### config.mk
export PLATFORM = sky130hd
export DESIGN_NAME = pci_cmd_interp
export DESIGN_NICKNAME = d
export VERILOG_FILES = /design/src/hw/pci_pkg.sv /design/src/hw/pci_cmd_interp.sv
export VERILOG_INCLUDE_DIRS = /design/src /design/src/hw
export SDC_FILE = /design/constraint.sdc
export NUM_CORES = 2
export LEC_CHECK = 0
export ABC_AREA = 0
export ABC_CLOCK_PERIOD_IN_PS = 6930
export CORE_UTILIZATION = 57
export DETAILED_ROUTE_END_ITERATION = 8
export DONT_BUFFER_PORTS = 1
export MAX_ROUTING_LAYER = met4
export PLACE_DENSITY = 0.72
export SYNTH_ARGS = -nofsm -noshare
export SYNTH_HDL_FRONTEND = slang
export SYNTH_SLANG_ARGS = --single-unit
### constraint.sdc
create_clock -name clk -period 6.93 [get_ports clk]
set_clock_uncertainty 0.05 [all_clocks]
set_input_delay 1.386 -clock clk [delete_from_list [all_inputs] [get_ports clk]]
set_output_delay 1.386 -clock clk [all_outputs]
set_load 0.02 [all_outputs]
### src/hw/pci_regs.svh
`ifndef PCI_REGS_SVH
`define PCI_REGS_SVH

// Frame layout: byte positions inside the nine-byte command frame.
`define PCI_FRAME_LAST   4'h8
`define PCI_POS_ADDR     4'h0
`define PCI_POS_OP       4'h1
`define PCI_POS_TYPE     4'h2
`define PCI_POS_BANK     4'h3
`define PCI_POS_VAL3     4'h4
`define PCI_POS_CSUM     4'h8

// Instruction codes handled by this block.
`define PCI_OP_SET_AXIS  8'h05
`define PCI_OP_GET_AXIS  8'h06
`define PCI_OP_STO_AXIS  8'h07
`define PCI_OP_RST_AXIS  8'h08
`define PCI_OP_SET_GLOB  8'h09
`define PCI_OP_GET_GLOB  8'h0A
`define PCI_OP_STO_GLOB  8'h0B

// Global parameter banks.
`define PCI_BANK_MODULE  8'h00
`define PCI_BANK_USER    8'h02
`define PCI_BANK_IRQ     8'h03

// Reply status codes.
`define PCI_ST_OK        8'h64
`define PCI_ST_BAD_CSUM  8'h01
`define PCI_ST_BAD_CMD   8'h02
`define PCI_ST_BAD_TYPE  8'h03
`define PCI_ST_BAD_VALUE 8'h04

// Non-volatile address regions, upper two bits of the address.
`define PCI_NV_AXIS      2'h1

// Defaults of the module parameters.
`define PCI_NUM_AXIS     16
`define PCI_NUM_GLOBAL   16
`define PCI_MODULE_ADDR  8'h01

// Inter-byte gap after which a partial frame is dropped.
`define PCI_CLK_PERIOD_NS 25
`define PCI_RX_GAP_US     10
`define PCI_RX_GAP_CYC    ((`PCI_RX_GAP_US * 1000) / `PCI_CLK_PERIOD_NS)

`endif

### src/hw/pci_pkg.sv
package pci_pkg;

   // Interpreter sequence, one-hot.
   typedef enum logic [4:0] {
      PCI_LOAD  = 5'h01,
      PCI_IDLE  = 5'h02,
      PCI_EXEC  = 5'h04,
      PCI_NVACC = 5'h08,
      PCI_REPLY = 5'h10
   } pci_state_t;

endpackage

### src/hw/pci_cmd_interp.sv
// How it works
// RULE_01 - Code 5 writes the value into the typed axis parameter, replies OK.
// RULE_02 - Code 6 in direct mode replies the parameter, accumulator untouched.
// RULE_03 - In standalone mode a parameter read also loads the accumulator.
// RULE_04 - Code 7 saves the axis parameter to non-volatile memory, replies OK, zero.
// RULE_05 - Code 8 reloads the axis parameter from its non-volatile copy.
// RULE_06 - After reset every axis parameter is loaded from non-volatile memory.
// RULE_07 - Codes 9 and 10 pick bank 0, 2 or 3 from the motor/bank byte.
// RULE_08 - Any bank 0 global write is saved to non-volatile memory at once.
// RULE_09 - Code 10 reads the global parameter and copies it to the accumulator.
// RULE_10 - Get replies carry the value with status 100; others carry zero.
// RULE_11 - Store-global copies the selected global parameter to non-volatile memory.
// RULE_12 - Frame is address, code, type, bank, four value bytes MSB first, checksum.
// RULE_13 - Code 11 ignores the value field and replies OK with value zero.
// RULE_14 - Checksum is the modulo-256 sum of the first eight bytes.
`include "pci_regs.svh"

module pci_cmd_interp #(
   parameter int         NUM_AXIS    = `PCI_NUM_AXIS,
   parameter int         NUM_GLOBAL  = `PCI_NUM_GLOBAL,
   parameter logic [7:0] MODULE_ADDR = `PCI_MODULE_ADDR
) (
   input  wire logic        clk,
   input  wire logic        arst_n,
   input  wire logic        ce,
   input  wire logic [7:0]  rxByte,
   input  wire logic        rxValid,
   output wire logic        rxReady,
   input  wire logic        standalone,
   output wire logic        replyValid,
   input  wire logic        replyReady,
   output logic      [7:0]  replyStatus,
   output logic      [7:0]  replyOp,
   output logic      [31:0] replyValue,
   output logic      [31:0] accum,
   output logic             bootDone,
   output wire logic        nvReq,
   output logic             nvWrite,
   output logic      [9:0]  nvAddr,
   output logic      [31:0] nvWdata,
   input  wire logic        nvAck,
   input  wire logic [31:0] nvRdata
);

   localparam int         AW       = $clog2(NUM_AXIS);
   localparam int         GW       = $clog2(NUM_GLOBAL);
   localparam logic [8:0] AXIS_LIM = 9'(NUM_AXIS);
   localparam logic [8:0] GLOB_LIM = 9'(NUM_GLOBAL);
   localparam logic [7:0] LOAD_END = 8'(NUM_AXIS - 1);
   localparam int         GAP_CYC  = `PCI_RX_GAP_CYC;
   localparam logic [11:0] GAP_END = 12'(GAP_CYC - 1);

   // Tables are indexed by the type byte, so neither may exceed 256 entries.
   generate
      if (NUM_AXIS < 2 || NUM_AXIS > 256 || NUM_GLOBAL < 2 || NUM_GLOBAL > 256) begin : gBad
         $error("pci_cmd_interp: table sizes must lie between 2 and 256.");
      end
      if (GAP_CYC < 1 || GAP_CYC > 4096) begin : gBadGap
         $error("pci_cmd_interp: inter-byte gap count out of range.");
      end
   endgenerate

   pci_pkg::pci_state_t stateQ;
   pci_pkg::pci_state_t stateD;

   logic [3:0]  byteCntQ;
   logic [7:0]  frameQ [0:8];
   logic [11:0] gapCntQ;
   logic [31:0] axisQ [0:NUM_AXIS-1];
   logic [31:0] globQ [0:2][0:NUM_GLOBAL-1];

   // State decode.
   wire inLoad  = (stateQ == pci_pkg::PCI_LOAD);
   wire inIdle  = (stateQ == pci_pkg::PCI_IDLE);
   wire inExec  = (stateQ == pci_pkg::PCI_EXEC);
   wire inNvAcc = (stateQ == pci_pkg::PCI_NVACC);
   wire inReply = (stateQ == pci_pkg::PCI_REPLY);

   // Handshakes with the byte source, the reply sink and the memory.
   assign rxReady    = inIdle;
   assign replyValid = inReply;
   assign nvReq      = inLoad | inNvAcc;

   wire takeByte  = ce & rxValid & rxReady;
   wire frameDone = takeByte & (byteCntQ == `PCI_FRAME_LAST);
   wire gapExpire = (byteCntQ != 4'h0) & (gapCntQ == GAP_END);

   // Bytes are stored in arrival order; a long gap drops a partial frame.
   always_ff @(posedge clk or negedge arst_n) begin
      if (!arst_n) begin
         byteCntQ <= 4'h0;
      end else if (ce) begin
         if (frameDone || (!takeByte && gapExpire)) begin
            byteCntQ <= 4'h0;
         end else if (takeByte) begin
            byteCntQ <= byteCntQ + 4'h1; // RULE_12
         end
      end
   end

   // Each byte lands in the slot that its position in the frame names.
   always_ff @(posedge clk or negedge arst_n) begin
      if (!arst_n) begin
         for (int i = 0; i < 9; i++) begin
            frameQ[i] <= 8'h00;
         end
      end else if (ce && takeByte) begin
         frameQ[byteCntQ] <= rxByte; // RULE_12
      end
   end

   // Cycles since the last byte of an unfinished frame.
   always_ff @(posedge clk or negedge arst_n) begin
      if (!arst_n) begin
         gapCntQ <= 12'h000;
      end else if (ce) begin
         if (takeByte || byteCntQ == 4'h0 || gapExpire) begin
            gapCntQ <= 12'h000;
         end else begin
            gapCntQ <= gapCntQ + 12'h001;
         end
      end
   end

   // Frame fields.
   wire [7:0]  addrB = frameQ[`PCI_POS_ADDR];
   wire [7:0]  opB   = frameQ[`PCI_POS_OP];
   wire [7:0]  typeB = frameQ[`PCI_POS_TYPE];
   wire [7:0]  bankB = frameQ[`PCI_POS_BANK];
   wire [31:0] valW  = {frameQ[4], frameQ[5], frameQ[6], frameQ[7]}; // RULE_12

   // Running modulo-256 sum of the first eight bytes.
   wire [7:0] partSum [0:8];
   assign partSum[0] = 8'h00;
   genvar gi;
   generate
      for (gi = 0; gi < 8; gi++) begin : gSum
         assign partSum[gi+1] = 8'(partSum[gi] + frameQ[gi]); // RULE_14
      end
   endgenerate
   wire csOk    = (partSum[8] == frameQ[`PCI_POS_CSUM]); // RULE_14
   wire addrHit = (addrB == MODULE_ADDR);

   // Instruction decode.
   wire isSetAx = (opB == `PCI_OP_SET_AXIS);
   wire isGetAx = (opB == `PCI_OP_GET_AXIS);
   wire isStoAx = (opB == `PCI_OP_STO_AXIS);
   wire isRstAx = (opB == `PCI_OP_RST_AXIS);
   wire isSetGl = (opB == `PCI_OP_SET_GLOB);
   wire isGetGl = (opB == `PCI_OP_GET_GLOB);
   wire isStoGl = (opB == `PCI_OP_STO_GLOB);
   wire isAxOp  = isSetAx | isGetAx | isStoAx | isRstAx;
   wire isGlOp  = isSetGl | isGetGl | isStoGl;

   // Bank selection from the motor/bank byte; banks 0, 2, 3 map to rows 0, 1, 2.
   wire isBank0 = (bankB == `PCI_BANK_MODULE);
   wire bankOk  = isBank0 | (bankB == `PCI_BANK_USER) | (bankB == `PCI_BANK_IRQ); // RULE_07
   wire [1:0] gRow = isBank0 ? 2'h0 : 2'(bankB[1:0] - 2'h1); // RULE_07

   // Parameter selection by the type byte.
   wire typeOkAx = ({1'b0, typeB} < AXIS_LIM);
   wire typeOkGl = ({1'b0, typeB} < GLOB_LIM);
   wire [AW-1:0] axIdx = typeB[AW-1:0];
   wire [GW-1:0] glIdx = typeB[GW-1:0];
   wire [31:0] axRd = axisQ[axIdx];
   wire [31:0] glRd = (gRow == 2'h3) ? 32'h0000_0000 : globQ[gRow][glIdx];

   // Status: checksum first, then code, then type, then motor or bank.
   wire badType  = isAxOp ? !typeOkAx : !typeOkGl;
   wire badValue = isAxOp ? !isBank0 : !bankOk;
   wire [7:0] statusW = !csOk               ? `PCI_ST_BAD_CSUM :
                        !(isAxOp | isGlOp) ? `PCI_ST_BAD_CMD :
                        badType             ? `PCI_ST_BAD_TYPE :
                        badValue            ? `PCI_ST_BAD_VALUE :
                                              `PCI_ST_OK;
   wire cmdOk  = (statusW == `PCI_ST_OK);
   wire execOk = inExec & addrHit & cmdOk;

   // Only gets return data; set, store and restore reply zero.
   wire [31:0] replyValW = !cmdOk  ? 32'h0000_0000 :
                           isGetAx ? axRd :         // RULE_02
                           isGetGl ? glRd :         // RULE_09
                                     32'h0000_0000; // RULE_10

   // Memory traffic: stores, restores and bank 0 writes.
   wire autoSave = isSetGl & isBank0; // RULE_08
   wire needNv   = cmdOk & (isStoAx | isRstAx | isStoGl | autoSave);
   wire [1:0]  nvRegion = isAxOp ? `PCI_NV_AXIS : bankB[1:0];
   wire [31:0] nvDataW  = isSetGl ? valW : (isStoAx ? axRd : glRd); // RULE_04 RULE_11
   wire loadLast = (nvAddr[7:0] == LOAD_END);

   // Sequence control.
   always_comb begin
      stateD = stateQ;
      unique case (stateQ)
         pci_pkg::PCI_LOAD: begin
            if (nvAck && loadLast) begin
               stateD = pci_pkg::PCI_IDLE; // RULE_06
            end
         end
         pci_pkg::PCI_IDLE: begin
            if (frameDone) begin
               stateD = pci_pkg::PCI_EXEC;
            end
         end
         pci_pkg::PCI_EXEC: begin
            if (!addrHit) begin
               stateD = pci_pkg::PCI_IDLE;
            end else if (needNv) begin
               stateD = pci_pkg::PCI_NVACC;
            end else begin
               stateD = pci_pkg::PCI_REPLY;
            end
         end
         pci_pkg::PCI_NVACC: begin
            if (nvAck) begin
               stateD = pci_pkg::PCI_REPLY;
            end
         end
         pci_pkg::PCI_REPLY: begin
            if (replyReady) begin
               stateD = pci_pkg::PCI_IDLE;
            end
         end
         default: begin
            stateD = pci_pkg::PCI_LOAD;
         end
      endcase
   end

   // The sequence starts by loading the axis table.
   always_ff @(posedge clk or negedge arst_n) begin
      if (!arst_n) begin
         stateQ <= pci_pkg::PCI_LOAD; // RULE_06
      end else if (ce) begin
         stateQ <= stateD;
      end
   end

   // Axis table: boot load, restore, or a set from the host.
   wire axFromNv = nvAck & (inLoad | (inNvAcc & !nvWrite));
   always_ff @(posedge clk or negedge arst_n) begin
      if (!arst_n) begin
         for (int i = 0; i < NUM_AXIS; i++) begin
            axisQ[i] <= 32'h0000_0000;
         end
      end else if (ce) begin
         if (axFromNv) begin
            axisQ[nvAddr[AW-1:0]] <= nvRdata; // RULE_05 RULE_06
         end else if (execOk && isSetAx) begin
            axisQ[axIdx] <= valW; // RULE_01
         end
      end
   end

   // Global banks: a set writes the selected row and entry.
   always_ff @(posedge clk or negedge arst_n) begin
      if (!arst_n) begin
         for (int b = 0; b < 3; b++) begin
            for (int i = 0; i < NUM_GLOBAL; i++) begin
               globQ[b][i] <= 32'h0000_0000;
            end
         end
      end else if (ce && execOk && isSetGl) begin
         globQ[gRow][glIdx] <= valW; // RULE_07
      end
   end

   // Accumulator: global reads always, axis reads only when standalone.
   always_ff @(posedge clk or negedge arst_n) begin
      if (!arst_n) begin
         accum <= 32'h0000_0000;
      end else if (ce && execOk && (isGetGl || (isGetAx && standalone))) begin
         accum <= replyValW; // RULE_02 RULE_03 RULE_09
      end
   end

   // Reply fields are captured when the frame is interpreted.
   always_ff @(posedge clk or negedge arst_n) begin
      if (!arst_n) begin
         replyStatus <= 8'h00;
         replyOp     <= 8'h00;
         replyValue  <= 32'h0000_0000;
      end else if (ce && inExec && addrHit) begin
         replyStatus <= statusW; // RULE_10 RULE_13
         replyOp     <= opB;
         replyValue  <= replyValW; // RULE_10 RULE_13
      end
   end

   // Memory request: walks the axis region at boot, else one access.
   always_ff @(posedge clk or negedge arst_n) begin
      if (!arst_n) begin
         nvWrite <= 1'b0;
         nvAddr  <= {`PCI_NV_AXIS, 8'h00};
         nvWdata <= 32'h0000_0000;
      end else if (ce) begin
         if (inLoad && nvAck) begin
            nvAddr <= {`PCI_NV_AXIS, 8'(nvAddr[7:0] + 8'h01)}; // RULE_06
         end else if (execOk && needNv) begin
            nvWrite <= !isRstAx; // RULE_04 RULE_05 RULE_08 RULE_11
            nvAddr  <= {nvRegion, typeB};
            nvWdata <= nvDataW;
         end
      end
   end

   // Boot completion flag.
   always_ff @(posedge clk or negedge arst_n) begin
      if (!arst_n) begin
         bootDone <= 1'b0;
      end else if (ce && inLoad && nvAck && loadLast) begin
         bootDone <= 1'b1;
      end
   end

endmodule

==> flow_summary.yaml <==
clock_tree:
  cts.sinks: 2261
  clock-root-buffer: "clkbuf_16"
  clockBufferDepth: 3
  cts_tree: "done"
  cts_buffers: 229
  post_cts.repair.setup_buffers: 0
  hold_buffers: 0
  clock_latency_ns: 0.88
  clk_pin_slew_ns: 0.06
  h-tree-depth: 4
  cts-resized-gates: 0
synthesis:
  synthTopCellsByArea: "dfrtp_1, mux2_2, mux4_2"
  ys_warn_count: 0
  async_reset_ff_share_pct: 100
  synth.distinct_cells: 93
  ys.flop_type: "dfrtp_1"
  synth_top_area_share_pct: 51.3
  syn_inst: 8794
  synth_top_area_cell: "dfrtp_1"
  avgSynthCellArea_um2: 12.5
  synth_sequential_area_ratio_pct: 51.4
  netlist_area_mm2: 0.110
  synth_edf_count: 0
  ys_seq_elements: 2261
floorplanning:
  initial_core_util_pct: 57.7
  die_y_um: 442
  io_pins: 174
  die-area_mm2: 0.195
  core_area_mm2: 0.191
  fp-row-count: 160
  die-width_um: 442
finish:
  drive_gt1_share_pct: 31.6
  fin_area_mm2: 0.121
  n_fill_cell: 14052
  layout.cells.most_common_list: "dfrtp_1, mux2_2, nand2_1, a22oi_1, o2bb2ai_1"
  fin_nets: 8428
  final_common_cell: "dfrtp_1"
  syn2layout_area_growth_pct: 9.79
  fin_cells: 11052
drt:
  wl_per_cell_um: 34.5
  drtIter0Drc: 12200
  vias_per_cell: 7.25
  vias: 80079
  drtAntennaViolNets: 0
  drt_first_pass_iters: 7
  drt-total-wl_mm: 381
  drc_errors: 0
outcome:
  outcome: "finished, violations left"
  violations: "max-slew violations"
setup_path:
  critPathMaxStageDelay_ns: 0.56
  cp.arrival_ns: 7.62
  critical_path.most_common_cell: "fa_1"
  reg2reg_to: "axisQ[267]"
  cp.required_ns: 7.64
  crit_type: "reg -> reg"
  r2r_cells: 18
  critPathCaptureType: "flip-flop"
  worstPathMaxFanout: 273
  r2r-start: "opB[2]"
  crit_chain: "fa_1 > inv_1 > fa_1 > fa_1 > fa_1 > inv_1 > ha_1 > inv_1 > fa_1 > xor2_1 > nand4_1 > nor4_1 > and2_1 > nand4_4 > buf_4 > o21a_4 > buf_12 > o2bb2ai_1"
  ff2ff_setup_slack_ns: 0.02
  worst_setup_path_start_kind: "flip-flop"
  cp_slowest_cell: "o2bb2ai_1"
min_path:
  worstHoldPathType: "in -> async"
timing:
  slew_violations: 178
  grt_setup_unrepaired: "false"
  worstMarginPinSlew_ns: 1.81
  fmax_ghz: 0.145
  slew_headroom_pct: -20.8
  whs_ns: 0.143
  hold_viol: 0
  fin_crit_sh_pct: 99.6
  setup_viol: 0
  timing.final.crit_period_ns: 6.91
  setup_tns_ns: 0
global_route:
  grt_remaining_overflow: 0
  first_global_vias: 80215
  antenna_found_initial: 26
  track_usage_pct: 40.2
  grt_max_degree: 274
  grt_pass1_wl_mm: 556
placement:
  place_congestion: 0.953
  portBuffers: 0
  post_dp_cell_area_mm2: 0.113
  dp.cells: 10601
  dp_hpwl_mm: 223
power_and_ir_drop:
  vdd_drop_max_mv: 0.668
  power_density_mw_per_mm2: 368
  p_leak_nw: 54.6
run:
  drv_cap: 0
[synthesized netlist by cell type (11+ instances only)]
master and count:
nand3_1 123, o21ai_1 14, fa_1 39, a22oi_1 562, mux2i_1 170, nor4_1 39
and2_1 15, o211a_1 117, o21a_1 22, clkbuf_1 658, ha_1 20, a22o_1 18
a32oi_1 57, a221oi_1 25, o2bb2ai_1 492, dfrtp_1 2259, buf_4 73, nand4_1 22
o22a_1 16, xor2_1 11, inv_1 68, mux2_1 74, nor3_1 56, mux2_2 1533
o221ai_1 16, buf_1 94, buf_6 24, o21ai_0 149, buf_2 171, a21oi_1 147
a31oi_1 90, mux4_2 283, nor2b_1 14, xnor2_1 15, o211ai_1 38, nand2_1 682
and3_1 14, nor2_1 216, nand2b_1 18, o22ai_1 25, a21o_1 13, a211oi_1 123
[cell type report]
cell class | count | area, um2 | share of cell area, %
sequential | 2261 | 56600 | 46.8
clock inverter | 77 | 952 | 0.788
antenna | 23 | 57.6 | 0.0476
clock buffer | 350 | 6960 | 5.76
timing repair buffer | 315 | 3290 | 2.72
tap | 2511 | 3140 | 2.60
multi-input combinational | 5446 | 49600 | 41.0
inverter | 69 | 264 | 0.218
[critical path: cells and delay by family, from the launching register on]
kind | cells | cell delay (ns)
fa+ha+maj | 6 | 2.70
simple gates | 4 | 1.08
compound gates | 2 | 0.94
buf+inv | 5 | 0.75
flops | 1 | 0.46
xor+xnor | 1 | 0.14
[state kept, by name, indices dropped and copies added, names as in the netlist, 10 cells and up]
register	count
nvAddr	10
accum	32
axisQ	512
replyValue	32
globQ	1536
gapCntQ	12
frameQ	40
nvWdata	32
[power by group]
group	internal (mW)	switching [mW]	total, mW
Clock	7.50	5.48	13.0
Sequential	13.7	0.452	14.1
Combinational	4.56	12.8	17.4
[metal layers]
metal	track usage [%]	part of all wire (%)	up-vias
met4	23.0	7.1	0
met3	12.8	13	1240
met1	51.5	37	41687
met2	56.2	43	5259
met5	-	0	-
li1	-	-	31893
[kinds of logic (layout without fill, tap and decap cells)]
family | Yosys count | in the layout | share of synthesized area, %
other | 1 | 26 | 0.00341
multiplexers | 2060 | 2060 | 23.8
AO/OA/AOI/OAI | 2014 | 2014 | 14.0
AND/OR/NAND/NOR | 1281 | 1281 | 5.34
adder cells (fa/ha/maj) | 59 | 59 | 0.936
buffers and inverters | 1089 | 811 | 4.32
XOR/XNOR | 29 | 29 | 0.268
flip-flops | 2261 | 2261 | 51.4
[through the flow]
| stage | worst slack [ns] | power, mW | utilization, % |
|---|---|---|---|
| floorplan | 0.843 | 23.6 | - |
| global placement | 0.633 | 30.8 | 59.1 |
| detailed placement | 0.595 | 30.9 | 59.1 |
| CTS | 0.505 | 43.8 | 63.3 |
| global route | 0.173 | 45.2 | 63.3 |
| finish | 0.0250 | 44.5 | 63.3 |
[how the worst max path moves through the flow]
stage                        start     endpoint  slack (ns)
final                       opB[2]   axisQ[267]        0.02
after global routing        opB[4]   axisQ[282]        0.17
after CTS                   opB[2]     globQ[3]        0.51
after detailed placement    opB[2]     globQ[2]        0.59
after global placement      opB[2]   globQ[616]        0.63
after floorplan           typeB[3]  globQ[1026]        0.84
Power figures use the tool's default switching activity.
